`src/iol_pkg.sv`:
```
package iol_pkg;

  // ==========================================================
  // register map
  localparam logic [7:0] IOL_OPT_ADDR = 8'hC8;
  localparam logic [7:0] IOL_STAT_ADDR = 8'hCA;
  localparam logic [7:0] IOL_OPT_RESET = 8'h00;
  localparam int IOL_LES_BIT = 6;
  localparam int IOL_ESB_BIT = 5;
  localparam int IOL_GEN_BIT = 4;

  // ==========================================================
  // sources and timing
  localparam int IOL_NSRC = 5;
  localparam int IOL_NMI_SRC = 0;
  localparam int IOL_STAB_CYCLES_DEF = 2048;

  // ==========================================================
  // types
  typedef enum logic [1:0] {
    IOL_MODE_NORMAL,
    IOL_MODE_IRQ,
    IOL_MODE_NMI
  } iol_mode_e;

  typedef enum logic [1:0] {
    IOL_RUN,
    IOL_WAIT,
    IOL_STOP,
    IOL_STAB
  } iol_pwr_e;

  typedef struct packed {
    logic level_edge_select;
    logic edge_polarity_select;
    logic gen;
  } iol_opt_s;

  typedef struct packed {
    logic instr_end;
    logic wait_exec;
    logic stop_exec;
    logic ack;
    logic [2:0] ack_src;
    iol_mode_e mode;
  } iol_core_s;

endpackage

```
`src/iol_top.sv`:
```
`timescale 1ns/1ps
// Contract
// option register is write-only; reads give zero, no bit operations
// option register clears to zero on every reset
// bits 7 and 3..0 of the option register do nothing
// bit 6 set makes source 1 level sensitive, clear makes it edge
// bit 5 picks the edge polarity of source 2
// bit 4 enables maskable sources; the non-maskable one stays active
// with bit 4 clear the non-maskable source cannot wake the device
// timer/osc to 3, converter to 4, serial to 1, pins to 2, supply to 0
// each peripheral event also passes its own enable bit; the serial event spi_eot has no enable and drives source 1 directly
// wait halts instructions, clock and peripherals keep running
// pin or watchdog reset during wait restarts normally
// wake from wait resumes with no delay
// stop halts the oscillator until an interrupt or reset
// wake from stop waits for the oscillator to settle
// with the watchdog active, stop behaves as wait
// from main code the interrupt is serviced, then code continues
// inside the non-maskable routine wake just continues, no service
// inside a maskable routine a maskable wake just continues
// inside a maskable routine a non-maskable wake is serviced first
// wait or stop is ignored while an enabled request is pending
// servicing and wake never change the oscillator selection
// source 2 is edge sensitive: rising when bit 5 set, else falling
// sources 3 and 4 are level sensitive and not latched
// edge latches clear at service start and hold only the first edge
// stop wake delay is a fixed counter of cycles set by a parameter
module iol_top
  import iol_pkg::*;
#(
  parameter int NPIN = 20,
  parameter int NTMR = 2,
  parameter int STAB_CYCLES = IOL_STAB_CYCLES_DEF
) (
  // clock and reset
  input wire sys_clk,
  input wire rst,
  // register port
  input wire [7:0] reg_addr,
  input wire [7:0] reg_wdata,
  input wire reg_wr,
  input wire reg_rd,
  output logic [7:0] reg_rdata,
  // peripheral events and their enables
  input wire [NTMR-1:0] timer_zero_flag,
  input wire [NTMR-1:0] timer_irq_enable,
  input wire converter_eoc,
  input wire converter_irq_enable,
  input wire spi_eot,
  input wire supply_monitor_flag,
  input wire supply_monitor_irq_enable,
  input wire lowfreq_osc_event,
  input wire lowfreq_osc_irq_enable,
  // port pins with direction, option and data bits
  input wire [NPIN-1:0] port_pin,
  input wire [NPIN-1:0] port_dir,
  input wire [NPIN-1:0] port_opt,
  input wire [NPIN-1:0] port_data,
  // core and watchdog
  input iol_core_s core_ctl,
  input wire watchdog_active,
  // requests and power control
  output logic irq_take,
  output logic [2:0] irq_take_src,
  output logic [IOL_NSRC-1:0] irq_pend,
  output logic cpu_halt,
  output logic osc_run,
  output logic wake,
  output logic wake_service
);

  // ==========================================================
  // option register and read port
  iol_opt_s opt_ff, nxt_opt;
  logic [7:0] rdata_ff, nxt_rdata;
  iol_pwr_e pwr_ff, nxt_pwr;
  logic [IOL_NSRC-1:0] latch_ff, nxt_latch;

  always_comb begin
    nxt_opt = opt_ff;
    nxt_rdata = 8'h00;
    if (reg_wr && reg_addr == IOL_OPT_ADDR) begin
      // only bits 6..4 are stored; the rest are dropped here
      nxt_opt.level_edge_select = reg_wdata[IOL_LES_BIT];
      nxt_opt.edge_polarity_select = reg_wdata[IOL_ESB_BIT];
      nxt_opt.gen = reg_wdata[IOL_GEN_BIT];
    end
    if (reg_rd && reg_addr == IOL_STAT_ADDR) begin
      nxt_rdata = {1'b0, pwr_ff, latch_ff};
    end
    // option register answers zero on read R01
  end

  always_ff @(posedge sys_clk) begin
    if (rst) begin
      opt_ff <= iol_opt_s'(IOL_OPT_RESET[6:4]);
      rdata_ff <= 8'h00;
    end else begin
      opt_ff <= nxt_opt;
      rdata_ff <= nxt_rdata;
    end
  end

  // ==========================================================
  // event routing onto source lines
  logic [NPIN-1:0] pin_armed;
  logic src0_evt, src1_evt, src3_lvl, src4_lvl;
  logic src2_line;

  genvar gi;
  generate
    for (gi = 0; gi < NPIN; gi++) begin : g_pin
      // input with pull-up and interrupt: dir 0, option 1, data 0
      assign pin_armed[gi] = !port_dir[gi] && port_opt[gi] &&
                             !port_data[gi];
    end
  endgenerate

  always_comb begin
    src0_evt = supply_monitor_flag && supply_monitor_irq_enable;
    src1_evt = spi_eot;
    src3_lvl = |(timer_zero_flag & timer_irq_enable) ||
               (lowfreq_osc_event && lowfreq_osc_irq_enable);
    src4_lvl = converter_eoc && converter_irq_enable;
    // armed pins pull one shared line low
    src2_line = &(port_pin | ~pin_armed);
  end

  // ==========================================================
  // edge detection and request latches
  logic src0_prev_ff, src1_prev_ff, src2_prev_ff;
  logic [IOL_NSRC-1:0] req;
  logic [IOL_NSRC-1:0] set_evt;
  logic [IOL_NSRC-1:0] clr_evt;

  always_comb begin
    set_evt = '0;
    set_evt[0] = src0_evt && !src0_prev_ff;
    set_evt[1] = src1_evt && !src1_prev_ff && !opt_ff.level_edge_select;
    set_evt[2] = opt_ff.edge_polarity_select ? (src2_line && !src2_prev_ff)
                            : (!src2_line && src2_prev_ff);
    clr_evt = '0;
    if (core_ctl.ack && core_ctl.ack_src < 3'(IOL_NSRC)) begin
      clr_evt[core_ctl.ack_src] = 1'b1;
    end
    // an edge in the clearing cycle is kept R24
    nxt_latch = (latch_ff & ~clr_evt) | set_evt;
    nxt_latch[4:3] = 2'b00;
    if (opt_ff.level_edge_select) begin
      nxt_latch[1] = 1'b0;
    end
    req = latch_ff;
    req[1] = opt_ff.level_edge_select ? src1_evt : latch_ff[1];
    req[3] = src3_lvl;
    req[4] = src4_lvl;
  end

  always_ff @(posedge sys_clk) begin
    if (rst) begin
      latch_ff <= '0;
      src0_prev_ff <= 1'b0;
      src1_prev_ff <= 1'b0;
      src2_prev_ff <= 1'b1;
    end else begin
      latch_ff <= nxt_latch;
      src0_prev_ff <= src0_evt;
      src1_prev_ff <= src1_evt;
      src2_prev_ff <= src2_line;
    end
  end

  // ==========================================================
  // request gating by core mode and global enable
  logic [IOL_NSRC-1:0] enabled_req;
  logic [IOL_NSRC-1:0] allowed_req;
  logic any_enabled;
  logic wake_req;
  logic take_hit;
  logic [2:0] take_src;

  always_comb begin
    enabled_req = req;
    if (!opt_ff.gen) begin
      enabled_req[IOL_NSRC-1:1] = '0;
    end
    any_enabled = |enabled_req;
    // non-maskable still serviced with gen low, but never wakes R07
    wake_req = opt_ff.gen && |req;
    unique case (core_ctl.mode)
      IOL_MODE_NORMAL: allowed_req = enabled_req;
      IOL_MODE_IRQ: allowed_req = {4'b0000, enabled_req[0]};
      IOL_MODE_NMI: allowed_req = '0;
      default: allowed_req = '0;
    endcase
    take_hit = 1'b0;
    take_src = 3'd0;
    // fixed priority: source 0 highest, source 4 lowest
    for (int i = IOL_NSRC - 1; i >= 0; i--) begin
      if (allowed_req[i]) begin
        take_hit = 1'b1;
        take_src = 3'(i);
      end
    end
  end

  // ==========================================================
  // low-power state machine
  logic [$clog2(STAB_CYCLES+1)-1:0] stab_ff, nxt_stab;
  logic take_ff, nxt_take;
  logic [2:0] take_src_ff, nxt_take_src;
  logic wake_ff, nxt_wake;
  logic wake_svc_ff, nxt_wake_svc;
  logic halt_ff, nxt_halt;
  logic osc_ff, nxt_osc;

  always_comb begin
    nxt_pwr = pwr_ff;
    nxt_stab = stab_ff;
    nxt_wake = 1'b0;
    nxt_wake_svc = 1'b0;
    nxt_take = 1'b0;
    nxt_take_src = take_src_ff;
    unique case (pwr_ff)
      IOL_RUN: begin
        // sample lines only at instruction end R23
        if (core_ctl.instr_end && take_hit) begin
          nxt_take = 1'b1;
          nxt_take_src = take_src;
        end
        if (any_enabled) begin
          nxt_pwr = IOL_RUN;
        end else if (core_ctl.stop_exec && !watchdog_active) begin
          nxt_pwr = IOL_STOP;
        end else if (core_ctl.wait_exec || core_ctl.stop_exec) begin
          nxt_pwr = IOL_WAIT;
        end
      end
      IOL_WAIT: begin
        if (wake_req) begin
          nxt_pwr = IOL_RUN;
          nxt_wake = 1'b1;
          nxt_wake_svc = take_hit;
        end
      end
      IOL_STOP: begin
        if (wake_req) begin
          nxt_pwr = IOL_STAB;
          nxt_stab = ($clog2(STAB_CYCLES+1))'(STAB_CYCLES - 1);
        end
      end
      IOL_STAB: begin
        if (stab_ff == '0) begin
          nxt_pwr = IOL_RUN;
          nxt_wake = 1'b1;
          nxt_wake_svc = take_hit;
        end else begin
          nxt_stab = stab_ff - 1'b1;
        end
      end
    endcase
    nxt_halt = (nxt_pwr != IOL_RUN);
    // only the run/stop gate is driven; selection is left alone R21
    nxt_osc = (nxt_pwr != IOL_STOP);
  end

  always_ff @(posedge sys_clk) begin
    // any reset, pin or watchdog, returns straight to run R11
    if (rst) begin
      pwr_ff <= IOL_RUN;
      stab_ff <= '0;
      take_ff <= 1'b0;
      take_src_ff <= 3'd0;
      wake_ff <= 1'b0;
      wake_svc_ff <= 1'b0;
      halt_ff <= 1'b0;
      osc_ff <= 1'b1;
    end else begin
      pwr_ff <= nxt_pwr;
      stab_ff <= nxt_stab;
      take_ff <= nxt_take;
      take_src_ff <= nxt_take_src;
      wake_ff <= nxt_wake;
      wake_svc_ff <= nxt_wake_svc;
      halt_ff <= nxt_halt;
      osc_ff <= nxt_osc;
    end
  end

  // ==========================================================
  // outputs
  logic [IOL_NSRC-1:0] pend_ff, nxt_pend;

  always_comb begin
    // requests the core may take in its present mode
    nxt_pend = allowed_req;
  end

  always_ff @(posedge sys_clk) begin
    if (rst) begin
      pend_ff <= '0;
    end else begin
      pend_ff <= nxt_pend;
    end
  end

  assign reg_rdata = rdata_ff;
  assign irq_take = take_ff;
  assign irq_take_src = take_src_ff;
  assign irq_pend = pend_ff;
  assign cpu_halt = halt_ff;
  assign osc_run = osc_ff;
  assign wake = wake_ff;
  assign wake_service = wake_svc_ff;

endmodule // iol_top

```
`config.mk`:
```
export PLATFORM = sky130hd
export DESIGN_NAME = iol_top
export DESIGN_NICKNAME = d
export VERILOG_FILES = /design/src/iol_pkg.sv /design/src/iol_top.sv
export SDC_FILE = /design/constraint.sdc
export NUM_CORES = 1
export LEC_CHECK = 0
export BUFFER_PORTS_ARGS = -buffer_cell sky130_fd_sc_hd__buf_2
export CAP_MARGIN = 20
export CORE_ASPECT_RATIO = 1.25
export CORE_MARGIN = 2
export CORE_UTILIZATION = 37
export DETAILED_ROUTE_END_ITERATION = 6
export GPL_TIMING_DRIVEN = 0
export PLACE_DENSITY_LB_ADDON = 0.3
export SETUP_SLACK_MARGIN = 0.3
export SLEW_MARGIN = 20
export SYNTH_ARGS = -nofsm -noshare
export SYNTH_HDL_FRONTEND = slang
export SYNTH_SLANG_ARGS = --single-unit
```
`constraint.sdc`:
```
create_clock -name sys_clk -period 1.8 [get_ports sys_clk]
set_input_delay 0 -clock sys_clk [delete_from_list [all_inputs] [get_ports sys_clk]]
set_output_delay 0 -clock sys_clk [all_outputs]
set_load 0.01 [all_outputs]
```
== Word level (Yosys, flattened, before mapping) ==
Cells that the tools add are included.

* Word-level logic and storage cells: 191
* Output and inout port bits: 21
* Bits of input ports: 121
* Register bits: 44

* Multiplexer cells: 34
* Reduce and logical (&&, ||, !) cells: 117
* Equal/unequal tests: 9
* Magnitude comparators: 3
* Bitwise gates (word level): 8
* $add $sub $neg: 1

{| class="wikitable"
|+ Operators by type and width
! cell !! count
|-
| 1-bit logical AND || 55
|-
| 1-bit zero test || 46
|-
| 12-bit 2-to-1 mux || 2
|-
| 12-bit case mux with 2 select lines || 1
|-
| 20-bit inverter || 1
|-
| 20-bit bitwise OR || 1
|-
| 20-bit AND reduction || 1
|-
| 3-bit 2-to-1 mux || 6
|-
| 8-bit equality test (second input constant) || 2
|-
| 1-bit 2-to-1 mux || 13
|-
| 12-bit zero test || 1
|-
| 2-bit 2-to-1 mux || 6
|-
| 12-bit by 1-bit subtractor with 12-bit output (second input constant) || 1
|-
| 5-bit case mux with 2 select lines || 1
|-
| 5-bit OR reduction || 2
|-
| 2-bit case mux with 4 select lines || 1
|-
| 2-bit OR reduction || 4
|-
| 2-bit != test (second input constant) || 3
|-
| 2-bit by 1-bit equality test with 1-bit output (second input constant) || 2
|-
| 2-bit equality test (second input constant) || 2
|-
| 2-bit zero test || 2
|-
| 3-bit by 4-bit < comparator with 1-bit output (second input constant) || 1
|-
| 4-bit 2-to-1 mux || 1
|-
| 1-bit case mux with 2 select lines || 2
|-
| 12 further kinds || 15
|}

== Longest topological paths before layout ==
Gate-level depths: netlist of run 1.

* Depth in word-level cells: 12
* Depth in mapped cells: 8
* Depth with buffers taken out: 7

== Least setup slack after synthesis of run 1 ==
OpenSTA, ideal clock, no wires.

* Kind: flip-flop to flip-flop
* Start point: register stab_ff[0]
* End point: register stab_ff[7]
* Setup slack: 10 ps
* Clock period less this slack: 1790 ps
* Stages on the path, launching flop included: 9
* Data arrival time: 1719 ps
* Data required time: 1729 ps
* Setup time: 71 ps
* Buffers on the path: 1
* Path through: dfxtp_1 > inv_1 > ha_1 > nor2b_1 > a41oi_1 > buf_2 > nand3_1 > xor2_1 > a21oi_1

* Longest elaborated chain between the ends: 3
* Elaborated cells between the ends (all ways): 6
* Classes of those cells: 1 x add/sub; 1 x eq/ne; 2 x mux; 2 x reduce/logical

{| class="wikitable"
|+ Ends and longest elaborated chain
! what !! RTL line !! RTL
|-
| from (decl) || iol_top.sv:208 || <nowiki>logic [$clog2(STAB_CYCLES+1)-1:0] stab_ff, nxt_stab;</nowiki>
|-
| from (signal assigned) || iol_top.sv:279 || <nowiki>stab_ff <= nxt_stab;</nowiki>
|-
| 12-bit by 1-bit subtractor with 12-bit output or 12-bit zero test (tied branches) || iol_top.sv:257, iol_top.sv:252 ||
|-
| 12-bit 2-to-1 mux or 2-bit != test (tied branches) || n/a ||
|-
| 12-bit case mux with 2 select lines or 3-bit AND reduction (tied branches) || n/a ||
|}

Several ways; a longest one is shown, not always the timed one. The select of a mux whose other input is x is not followed.
A chain may end at the register's enable or synchronous reset.

== Worst setup path in the final report of run 1 ==
* Start point: register opt_ff[2] (netlist bit)
* End point: register take_src_ff[2], in the netlist irq_take_src[2]

* Longest elaborated chain between the ends: 7
* Elaborated cells between the ends (all ways): 9
* Classes of those cells: 7 x mux; 2 x reduce/logical

{| class="wikitable"
|+ Ends and longest elaborated chain
! what !! RTL line !! RTL
|-
| from (decl) || iol_top.sv:74 || <nowiki>iol_opt_s opt_ff, nxt_opt;</nowiki>
|-
| from (signal assigned) || iol_top.sv:96 || <nowiki>opt_ff <= iol_opt_s'(IOL_OPT_RESET[6:4]);</nowiki>
|-
| from (signal assigned) || iol_top.sv:99 || <nowiki>opt_ff <= nxt_opt;</nowiki>
|-
| 1-bit 2-to-1 mux * || iol_top.sv:153 || <nowiki>req[1] = opt_ff.level_edge_select ? src1_evt : latch_ff[1];</nowiki>
|-
| 4-bit 2-to-1 mux * || iol_top.sv:183 || <nowiki>if (!opt_ff.gen) begin</nowiki>
|-
| 5-bit case mux with 2 select lines * || iol_top.sv:189 || <nowiki>unique case (core_ctl.mode)</nowiki>
|-
| 1-bit 2-to-1 mux (2 in series) || iol_top.sv:199 || <nowiki>if (allowed_req[i]) begin</nowiki>
|-
| 1-bit logical AND || iol_top.sv:226 || <nowiki>if (core_ctl.instr_end && take_hit) begin</nowiki>
|-
| 2-bit AND reduction (no line) || n/a ||
|-
| to (signal assigned) || iol_top.sv:281 || <nowiki>take_src_ff <= nxt_take_src;</nowiki>
|-
| to (decl) || iol_top.sv:210 || <nowiki>logic [2:0] take_src_ff, nxt_take_src;</nowiki>
|}

Mark *: on every way between the ends. The rest lies on a longest branch, timed or not.

==> metrics.txt, run 1 <==
status=complete, no violations; Clk pwr share=29.8%; GR Overflow Total=0; GP Congestion=roughly 0.78; Slew @ Worst Pin=a little over 0.5 ns; main combinational cell family by area after synthesis=simple AND/OR/NAND/NOR gates; CP max stage cell=or3_4; Die Area=5980 µm²; Switching Share=26.3%; Worst Path Buf+Inv=1; fin crit period=1.64 ns; register area share after synthesis=41.3%; Hold Crit Class=in -> reg; drt initial violations=92; port bufs=132; count leader, synth=dfxtp_1; largest net degree at the start of global routing=12; CP max FO=6; number of global-route vias before repair=2399; Post-Syn Area=1990 µm²; top post-synthesis cells by area=dfxtp_1 (41%), nor4b_1 (8.8%), a21oi_1 (4.3%); CP arrival=1.84 ns; CP top delay family=simple AND/OR/NAND/NOR gates; crit share post-route=between 90 and 100%; DRC=0; Synth area leader=dfxtp_1; highest metal layer with signal wires=met4; Routed Antenna Nets=0; global-route wire length before repair=10.1 mm; DRT Pass-1 Iters=4; TritonCTS Sinks=41; # nets final=517; RSZ-0062 raised after global routing=yes; final setup fails=0; Pleak=1.49 nW; Post-Route M1 WL=2.33 mm; ys async rst share=0%; Clock transition at path regs=0.07 ns; Tot GR Track Use=20.8%; PD cells=574 nW/µm²; share of layout cells above drive strength 1=49.9%; Clock Tree Root=clkbuf_8; Worst EP required=2.00 ns; post-synthesis simple-gate area fraction=33.7%; fin util=63.8%; overall power=1.87 mW; adder and majority cell fraction of the synthesized area=1.26%; post-synthesis mux area share=2.52%; Vias/cell=5.16; die height=85.9 µm; Logic pwr share=19.6%; CTS buffer count=5; Max Fclk=608 MHz; NetSw=493 µW; post-synthesis cell type count=44; io pins=about 140; Synth warnings=0; Startpoint Class=register; DR vias=2346; routed wl met2=3.64 mm; Slew Limit Headroom=65.5%; Synth Flop Type=dfxtp_1; Routed Wire Length=roughly 6.4 mm; Core ar.=around 5000 µm²; hpwl dp=4.89 mm; antenna violations before repair=0; Flop pwr share=50.5%; fillers=420; Synth Area in Compound Gates=12.6%; Die X-Extent=roughly 70 µm; slowest stage delay, CP=0.40 ns; XOR/XNOR share of the synthesized area=3.97%; H-Tree Depth=2; CTS tree=done; worst vdd ir=approximately 0.32 mV; Final Hold Fails=0; #FFs+latches synth=41; Crit. End Element=register; r2r setup slk=~0.16 ns; internal power=around 1.4 mW; Inserted Diodes=0; area fraction of the dominant cell type after synthesis=41.3%; clock tree buffer depth=2; clk_skew=0.00389 ns; MaxCap Viol Count=0; met3 wire len=roughly 370 µm; DR WL/cell=roughly 14 µm; clk_lat worst skew=~0.3 ns; Rows=29; syn avg cell area=8.68 µm²; Max Slew Vio Count=0; crit-path cells=mux2i_4 > and3_2 > or3_4 > buf_8 > o41ai_4; synthesis-to-layout area growth=64.4%; Mapped Cells=229; crit path kind=reg -> reg; Post-synth EDFFs=0; Initial Util=38.8%; commonest cells in the netlist=dfxtp_1 (41), nor2_1 (20), nor4b_1 (20)
kinds of logic after synthesis:
family,after synthesis
simple gates,112
flops,41
compound gates,39
buf+inv,20
xor+xnor,9
mux,5
fa+ha+maj,2
other cells,1
path summary, 6_finish.rpt:
kind                                 startpoint  cells past startpoint               to
worst max-delay path                  opt_ff[2]                      5  irq_take_src[2]
worst min-delay path            watchdog_active                      3        pwr_ff[1]
worst max register to register        opt_ff[2]                      5  irq_take_src[2]
worst min register to register     src0_prev_ff                      1      latch_ff[0]
power by group through the flow:
stage	registers (mW)	clock network, mW	logic (mW)
6_report	0.948	0.559	0.368
4_1_cts	0.945	0.571	0.355
5_1_grt	0.949	0.605	0.404
2_1_floorplan	0.967	0	0.143
3_5_place_dp	0.966	0	0.313
3_3_place_gp	0.965	0	0.307
timing repair:
item	CTS	global route
hold endpoints to repair	10	0
endpoints found under the setup margin	20	22
buffers inserted	10	2
resized for setup	30	12
pin swaps	21	6
hold buffers	11	0
cloned	1	0
placed cells by master, fill, tap and decap left out, drive strengths merged, types with 2 or more instances in the layout:
master         n
nand3         11
o21ai          5
conb           3
nor2          20
and2           4
a21oi         18
ha             2
buf          152
a31oi          6
inv            7
nand2b         2
clkbuf        11
mux2i          5
xor2           8
nor4          11
and3           2
nand4b         3
dfxtp         41
dlygate4sd3   11
nand2         17
nand4          4
nor2b          5
nor3           5
nor4b         20
nand3b         4
state kept, by name (all words and copies together), names as in the netlist:
| signal | cells |
|---|---|
| cpu_halt | 1 |
| irq_take | 1 |
| irq_take_src | 3 |
| src1_prev_ff | 1 |
| src2_prev_ff | 1 |
| wake | 1 |
| src0_prev_ff | 1 |
| reg_rdata | 5 |
| stab_ff | 12 |
| osc_run | 1 |
| pwr_ff | 2 |
| latch_ff | 3 |
| opt_ff | 3 |
| irq_pend | 5 |
| wake_service | 1 |
per-stage QoR:
step	std cells	TNS (ns)	area, µm²	setup WS [ns]	hold slack, ns
3_5_place_dp	425	-1.18	2810	-0.151	0.210
2_1_floorplan	231	0	2070	0.209	0.0755
3_3_place_gp	425	-0.840	2810	-0.131	0.218
6_report	455	0	3270	0.155	0.0179
4_1_cts	453	0	3190	0.187	0.00599
5_1_grt	455	0	3270	0.0851	0.0309
worst min-delay path, stage by stage:
cell and delay, ns:
buf_2 0.09, or4b_4 0.13, a21oi_4 0.05
final cells by class:
| type | count | area, µm² | share of cell area, % |
|---|---|---|---|
| Buffer | 13 | 93.8 | 2.87 |
| Clock inverter | 1 | 5.00 | 0.153 |
| Inverter | 7 | 26.3 | 0.805 |
| Multi-Input combinational cell | 170 | 1270 | 39.0 |
| Clock buffer | 5 | 68.8 | 2.11 |
| Sequential cell | 41 | 838 | 25.7 |
| Tap cell | 62 | 77.6 | 2.38 |
| Timing Repair Buffer | 156 | 883 | 27.0 |
routing by layer:
metal | up-vias | track usage [%]
li1 | 1170 | -
met1 | 1074 | 20.6
met2 | 92 | 42.3
met5 | - | 0
met4 | 0 | 6.95
met3 | 10 | 4.35
Note: power is estimated with default switching activity, not from simulation.
==> run 2, diff against run 1 <==
clock period = 1.4 ns   (was 1.8 ns; I/O delays follow)
==> run 2 against run 1 <==
The run now ends with negative setup slack left. Sequential power is 28% higher. Clock power is 54% higher. Critical path depth is 2 higher. Register-to-register slack worse by 0.42 ns. Via count is 4.0% higher. Cell count is 2.0% higher. Combinational power is 47% higher. Clock skew is 0.00051 ns lower. Worst setup slack worse by 0.42 ns. Total power is 40% higher. Global-route usage is 1.6 points higher. First-iteration DRC count is 4.3% lower. Critical endpoint unchanged. Highest routed layer unchanged.
==> metrics.txt, run 2 (same netlist as run 1, synthesis figures left out) <==
hpwl dp=5.08 mm; crit path kind=reg -> reg; RSZ-0062 raised after global routing=yes; crit share post-route=119%; global-route wire length before repair=10.6 mm; Slew @ Worst Pin=0.597 ns; final setup fails=22; die height=85.9 µm; DR vias=2441; Die X-Extent=69.5 µm; fin util=68.2%; GP Congestion=0.906; leading cell type in the layout, fill and taps excluded=buf_2; Routed Wire Length=roughly 6.9 mm; cell count after placement=425; CTS buffer count=5; H-Tree Depth=2; synthesis-to-layout area growth=75.6%; r2r setup slk=-0.26 ns; clock tree buffer depth=2; Final Hold Fails=0; DR WL/cell=roughly 15 µm; status=finished, violations left; Die Area=~6000 µm²; worst r2r src=opt_ff[2]; Clock transition at path regs=0.08 ns; Max Slew Vio Count=0; share of layout cells above drive strength 1=between 50% and 60%; Max Fclk=602 MHz; clk_lat worst skew=0.30 ns; post-route worst setup slack=-0.262 ns; DRT Pass-1 Iters=4; Placed Area=2910 µm²; FF-to-FF End=irq_take_src[2]; io pins=142; Slew Limit Headroom=around three fifths; slowest stage delay, CP=0.37 ns; Register Area=about 840 µm²; worst vdd ir=0.433 mV; Routed Antenna Nets=0; Hold Path End=irq_pend[4]; largest net degree at the start of global routing=13; Reg with most FFs=stab_ff; number of global-route vias before repair=2465; Vias/cell=between 5 and 6; GR Overflow Total=0; hold path start=converter_irq_enable; Core ar.=5120 µm²; TritonCTS Sinks=41; CP max stage cell=or3_4; multi-input logic area=~1400 µm²; port bufs=between 100 and 150; DRC=0; crit-path cells=mux2i_4 > buf_6 > and3_4 > or3_4 > buf_8 > nand3_1 > o41ai_2; CTS tree=done; Crit. End Element=register; Inserted Diodes=0; fin cells=464; Rows=29; Worst Hold Path Cells=3; Clock Tree Root=clkbuf_8; PD cells=roughly 750 nW/µm²; Pleak=roughly 1.6 nW; fillers=395; Tot GR Track Use=about 22%; Hold Crit Class=in -> reg; clk_skew=0.00338 ns; commonest cells after routing, fill and taps aside=buf_2 (132), dfxtp_1 (29), buf_4 (19), nor2_1 (17); Reg2Reg Depth=7; # nets final=~520; Worst EP required=1.59 ns; failing checks=negative setup slack; CP max FO=6; MaxCap Viol Count=0; Startpoint Class=register; drt initial violations=88; Initial Util=38.8%; final non-filler cell area=3490 µm²; fin crit period=1.66 ns; setup TNS=-3.79 ns; antenna violations before repair=0; CP arrival=1.85 ns; Worst Hold Slack=0.0107 ns; Largest register FFs=12
[run 2: changes by cell type in the layout (fill, tap and decap cells not counted), sizes merged]
cell and delta:
buf +7, clkbuf +2
[run 2: how the worst max path moves through the flow]
| stage | start | end | slack (ns) | cells past startpoint |
|---|---|---|---|---|
| after floorplan | opt_ff[2] | osc_run | -0.19 | 5 |
| after global placement | timer_zero_flag[0] | osc_run | -0.54 | 6 |
| after detailed placement | timer_zero_flag[0] | osc_run | -0.58 | 6 |
| after CTS | opt_ff[2] | osc_run | -0.22 | 5 |
| after global routing | stab_ff[5] | stab_ff[3] | -0.31 | 6 |
| final | opt_ff[2] | irq_take_src[2] | -0.26 | 7 |
[run 2: metrics by stage]
stage | total power, mW | setup slack, ns
global route | 2.71 | -0.315
finish | 2.62 | -0.262
detailed placement | 1.67 | -0.580
CTS | 2.58 | -0.224
floorplan | 1.44 | -0.191
global placement | 1.66 | -0.538
[run 2: power by group]
part / internal (mW) / switching (mW) / leakage (nW)
Combinational: 0.291 / 0.252 / 1.18
Sequential: 1.19 / 0.0198 / 0.339
Clock: 0.446 / 0.415 / 0.0542
Total: 1.93 / 0.687 / 1.57
[run 2: metal layers]
layer  GRT usage [%]  vias to the layer above  wire length [µm]
met5               0                        -                 0
met4            11.8                        0               238
met3            4.82                       25               405
met2            47.1                      112              4060
met1            19.2                     1123              2240
li1                -                     1181                 -
[run 2: critical path: cells and delay by family (launching register included)]
family | cells | cell delay, ns
flops | 1 | 0.36
simple gates | 3 | 0.63
mux | 1 | 0.20
buf+inv | 2 | 0.28
compound gates | 1 | 0.08
[run 2: final cells by class]
class,instances,area share (%)
Clock inverter,1,0.143
Sequential cell,41,24.2
Buffer,13,2.91
Tap cell,62,2.22
Inverter,7,0.753
Clock buffer,7,2.76
Timing Repair Buffer,163,27.1
Multi-Input combinational cell,170,39.9
[run 2: what timing repair did]
action                                  4_1_cts  5_1_grt
endpoints found under the hold margin        10        0
gates cloned                                  1        0
setup buffers                                18        1
gates resized for setup                      29       27
hold buffers                                 11        0
pin swaps                                    21       16
endpoints found under the setup margin       23       26
==> run 3, diff against run 2 <==
--- a/config.mk
+++ b/config.mk
@@ -13,3 +13,2 @@
 export DETAILED_ROUTE_END_ITERATION = 6
-export GPL_TIMING_DRIVEN = 0
 export PLACE_DENSITY_LB_ADDON = 0.3
==> constraint.sdc (replaced) <==
create_clock -name sys_clk -period 1.4 [get_ports sys_clk]
set_input_delay 0.28 -clock sys_clk [delete_from_list [all_inputs] [get_ports sys_clk]]
set_output_delay 0.28 -clock sys_clk [all_outputs]
set_load 0.01 [all_outputs]
==> run 3 against run 2 <==
The run still ends with negative setup slack left. Clock-buffer cell count down 1. Routed wire length rose by 1.7%. Via count down 1.3%. Register-to-register slack improved by 0.05 ns. Critical path depth unchanged. Total power hardly changed. Non-clock buffer count grew 5. Sequential power about the same. Global-route usage grew 0.93 points. Maximum frequency up 2.9%. Flip-flop and latch count unchanged. Critical path type unchanged. Largest cell class unchanged.
==> metrics.txt, run 3 (same netlist as run 1, synthesis figures left out) <==
hpwl dp=approximately 5.3 mm; drt initial violations=43; Logic pwr share=23.1%; FF-to-FF End=irq_take_src[0]; Initial Util=roughly 40%; final setup fails=21; Slew Limit Headroom=61.8%; fin cells=469; Worst EP required=approximately 1.6 ns; share of layout cells above drive strength 1=63.1%; worst r2r src=opt_ff[2]; Hold Path End=src0_prev_ff; Die X-Extent=69.5 µm; Rows=29; DR vias=2410; TritonCTS Sinks=a little over 40; Placed Area=3260 µm²; clock tree buffer depth=2; Worst Hold Slack=0.207 ns; CP arrival=around 1.8 ns; Vias/cell=5.14; die height=85.9 µm; Startpoint Class=register; clk_lat worst skew=0.30 ns; crit path kind=reg -> reg; GP Congestion=0.857; clk_skew=around 0.0067 ns; Inserted Diodes=0; CP max FO=4; RSZ-0062 raised after global routing=yes; Reg2Reg Depth=7; Critical path origin=opt_ff[2]; PD cells=around 710 nW/µm²; fin util=71.9%; Die Area=5980 µm²; Max Fclk=619 MHz; Switching Share=between 20% and 30%; Final Hold Fails=0; DRT Pass-1 Iters=6; GR Overflow Total=0; Tot GR Track Use=23.4%; leading cell type in the layout, fill and taps excluded=buf_2; global-route wire length before repair=11.0 mm; Crit. End Element=register; worst vdd ir=0.387 mV; failing checks=negative setup slack; CTS tree=done; fin crit period=1.62 ns; port bufs=about 130; Flop pwr share=between 40% and 50%; largest net degree at the start of global routing=24; Max Slew Vio Count=0; NetSw=about 700 µW; Slew @ Worst Pin=0.565 ns; crit share post-route=115%; Clk pwr share=30.5%; synthesis-to-layout area growth=85.2%; commonest cells after routing, fill and taps aside=buf_2 (130), buf_4 (40), dfxtp_1 (33), nor2_1 (18), nand2_1 (14); post-route worst setup slack=-0.215 ns; H-Tree Depth=2; overall power=2.62 mW; Largest register FFs=12; number of global-route vias before repair=2487; fillers=380; MaxCap Viol Count=0; DRC=0; Pleak=approximately 1.7 nW; DR WL/cell=approximately 15 µm; Routed Antenna Nets=0; Reg with most FFs=stab_ff; Hold Crit Class=in -> reg; Core ar.=roughly 5100 µm²; Clock Tree Root=clkbuf_8; internal power=1.91 mW; CTS buffer count=5; hold path start=rst; io pins=roughly 140; Worst Hold Path Cells=2; r2r setup slk=-0.22 ns; # nets final=530; cell count after placement=454; status=finished, violations left; final non-filler cell area=3680 µm²; antenna violations before repair=0; Clock transition at path regs=about 0.080 ns; Routed Wire Length=between 7 and 8 mm
## run 3: cell count changes in the layout (fill, tap and decap cells not counted), moves of 3 or more
cell and delta:
dfxtp_1 +4, a21oi_1 -8, dlygate4sd3_1 -11, nor4b_1 -4, buf_4 +21, buf_6 +4, nor4b_4 +5, a21oi_2 +8
nand3_1 -3, clkbuf_1 -3
## run 3: area by class of cell
type / instances / area [µm²] / area share, %
clock buffers: 6 / 82.6 / 2.24
inverters: 7 / 26.3 / 0.714
multi-input cells: 171 / 1580 / 42.9
flip-flops and latches: 41 / 833 / 22.6
well taps: 62 / 77.6 / 2.11
repair buffers: 181 / 1070 / 29.2
clock inverters: 1 / 7.51 / 0.204
## run 3: power groups by stage
stage               combinational, mW  sequential, mW  clock (mW)
finish                          0.605            1.21       0.798
global route                    0.657            1.22       0.837
CTS                             0.565            1.21       0.806
detailed placement              0.528            1.24           0
global placement                0.517            1.24           0
floorplan                       0.211            1.24           0
## run 3: worst max-delay path, stage by stage (launching register included)
cell and delay, ns:
dfxtp_4 0.36, mux2i_4 0.20, buf_6 0.13, and3_4 0.14
or3_4 0.43, buf_6 0.14, nand3_2 0.05, o21ai_2 0.05
## run 3: per-layer routing
metal,global-route usage [%],part of all wire [%],up-vias
li1,-,-,1198
met4,12.5,2.8,0
met3,4.82,6.9,16
met2,45.8,56,97
met5,0,0,-
met1,22.7,34,1099
## run 3: worst max-delay path by stage
stage	to	slack, ns	depth (start not counted)
2_1_floorplan	osc_run	-0.40	5
3_3_place_gp	osc_run	-0.43	7
3_5_place_dp	osc_run	-0.47	7
4_1_cts	irq_take_src[2]	-0.20	5
5_1_grt	stab_ff[9]	-0.27	6
6_report	irq_take_src[0]	-0.22	7
## run 3: what timing repair did
action	in CTS	in global routing
pin swaps	45	12
hold buffers	0	0
gates cloned	1	0
setup buffers	4	3
gates resized for setup	33	23
setup endpoints to repair	23	24
## run 3: through the flow
stage / TNS [ns] / setup WS [ns]
2_1_floorplan: -3.25 / -0.399
3_3_place_gp: -5.28 / -0.426
3_5_place_dp: -6.50 / -0.470
4_1_cts: -2.19 / -0.201
5_1_grt: -4.66 / -0.270
6_report: -3.09 / -0.215
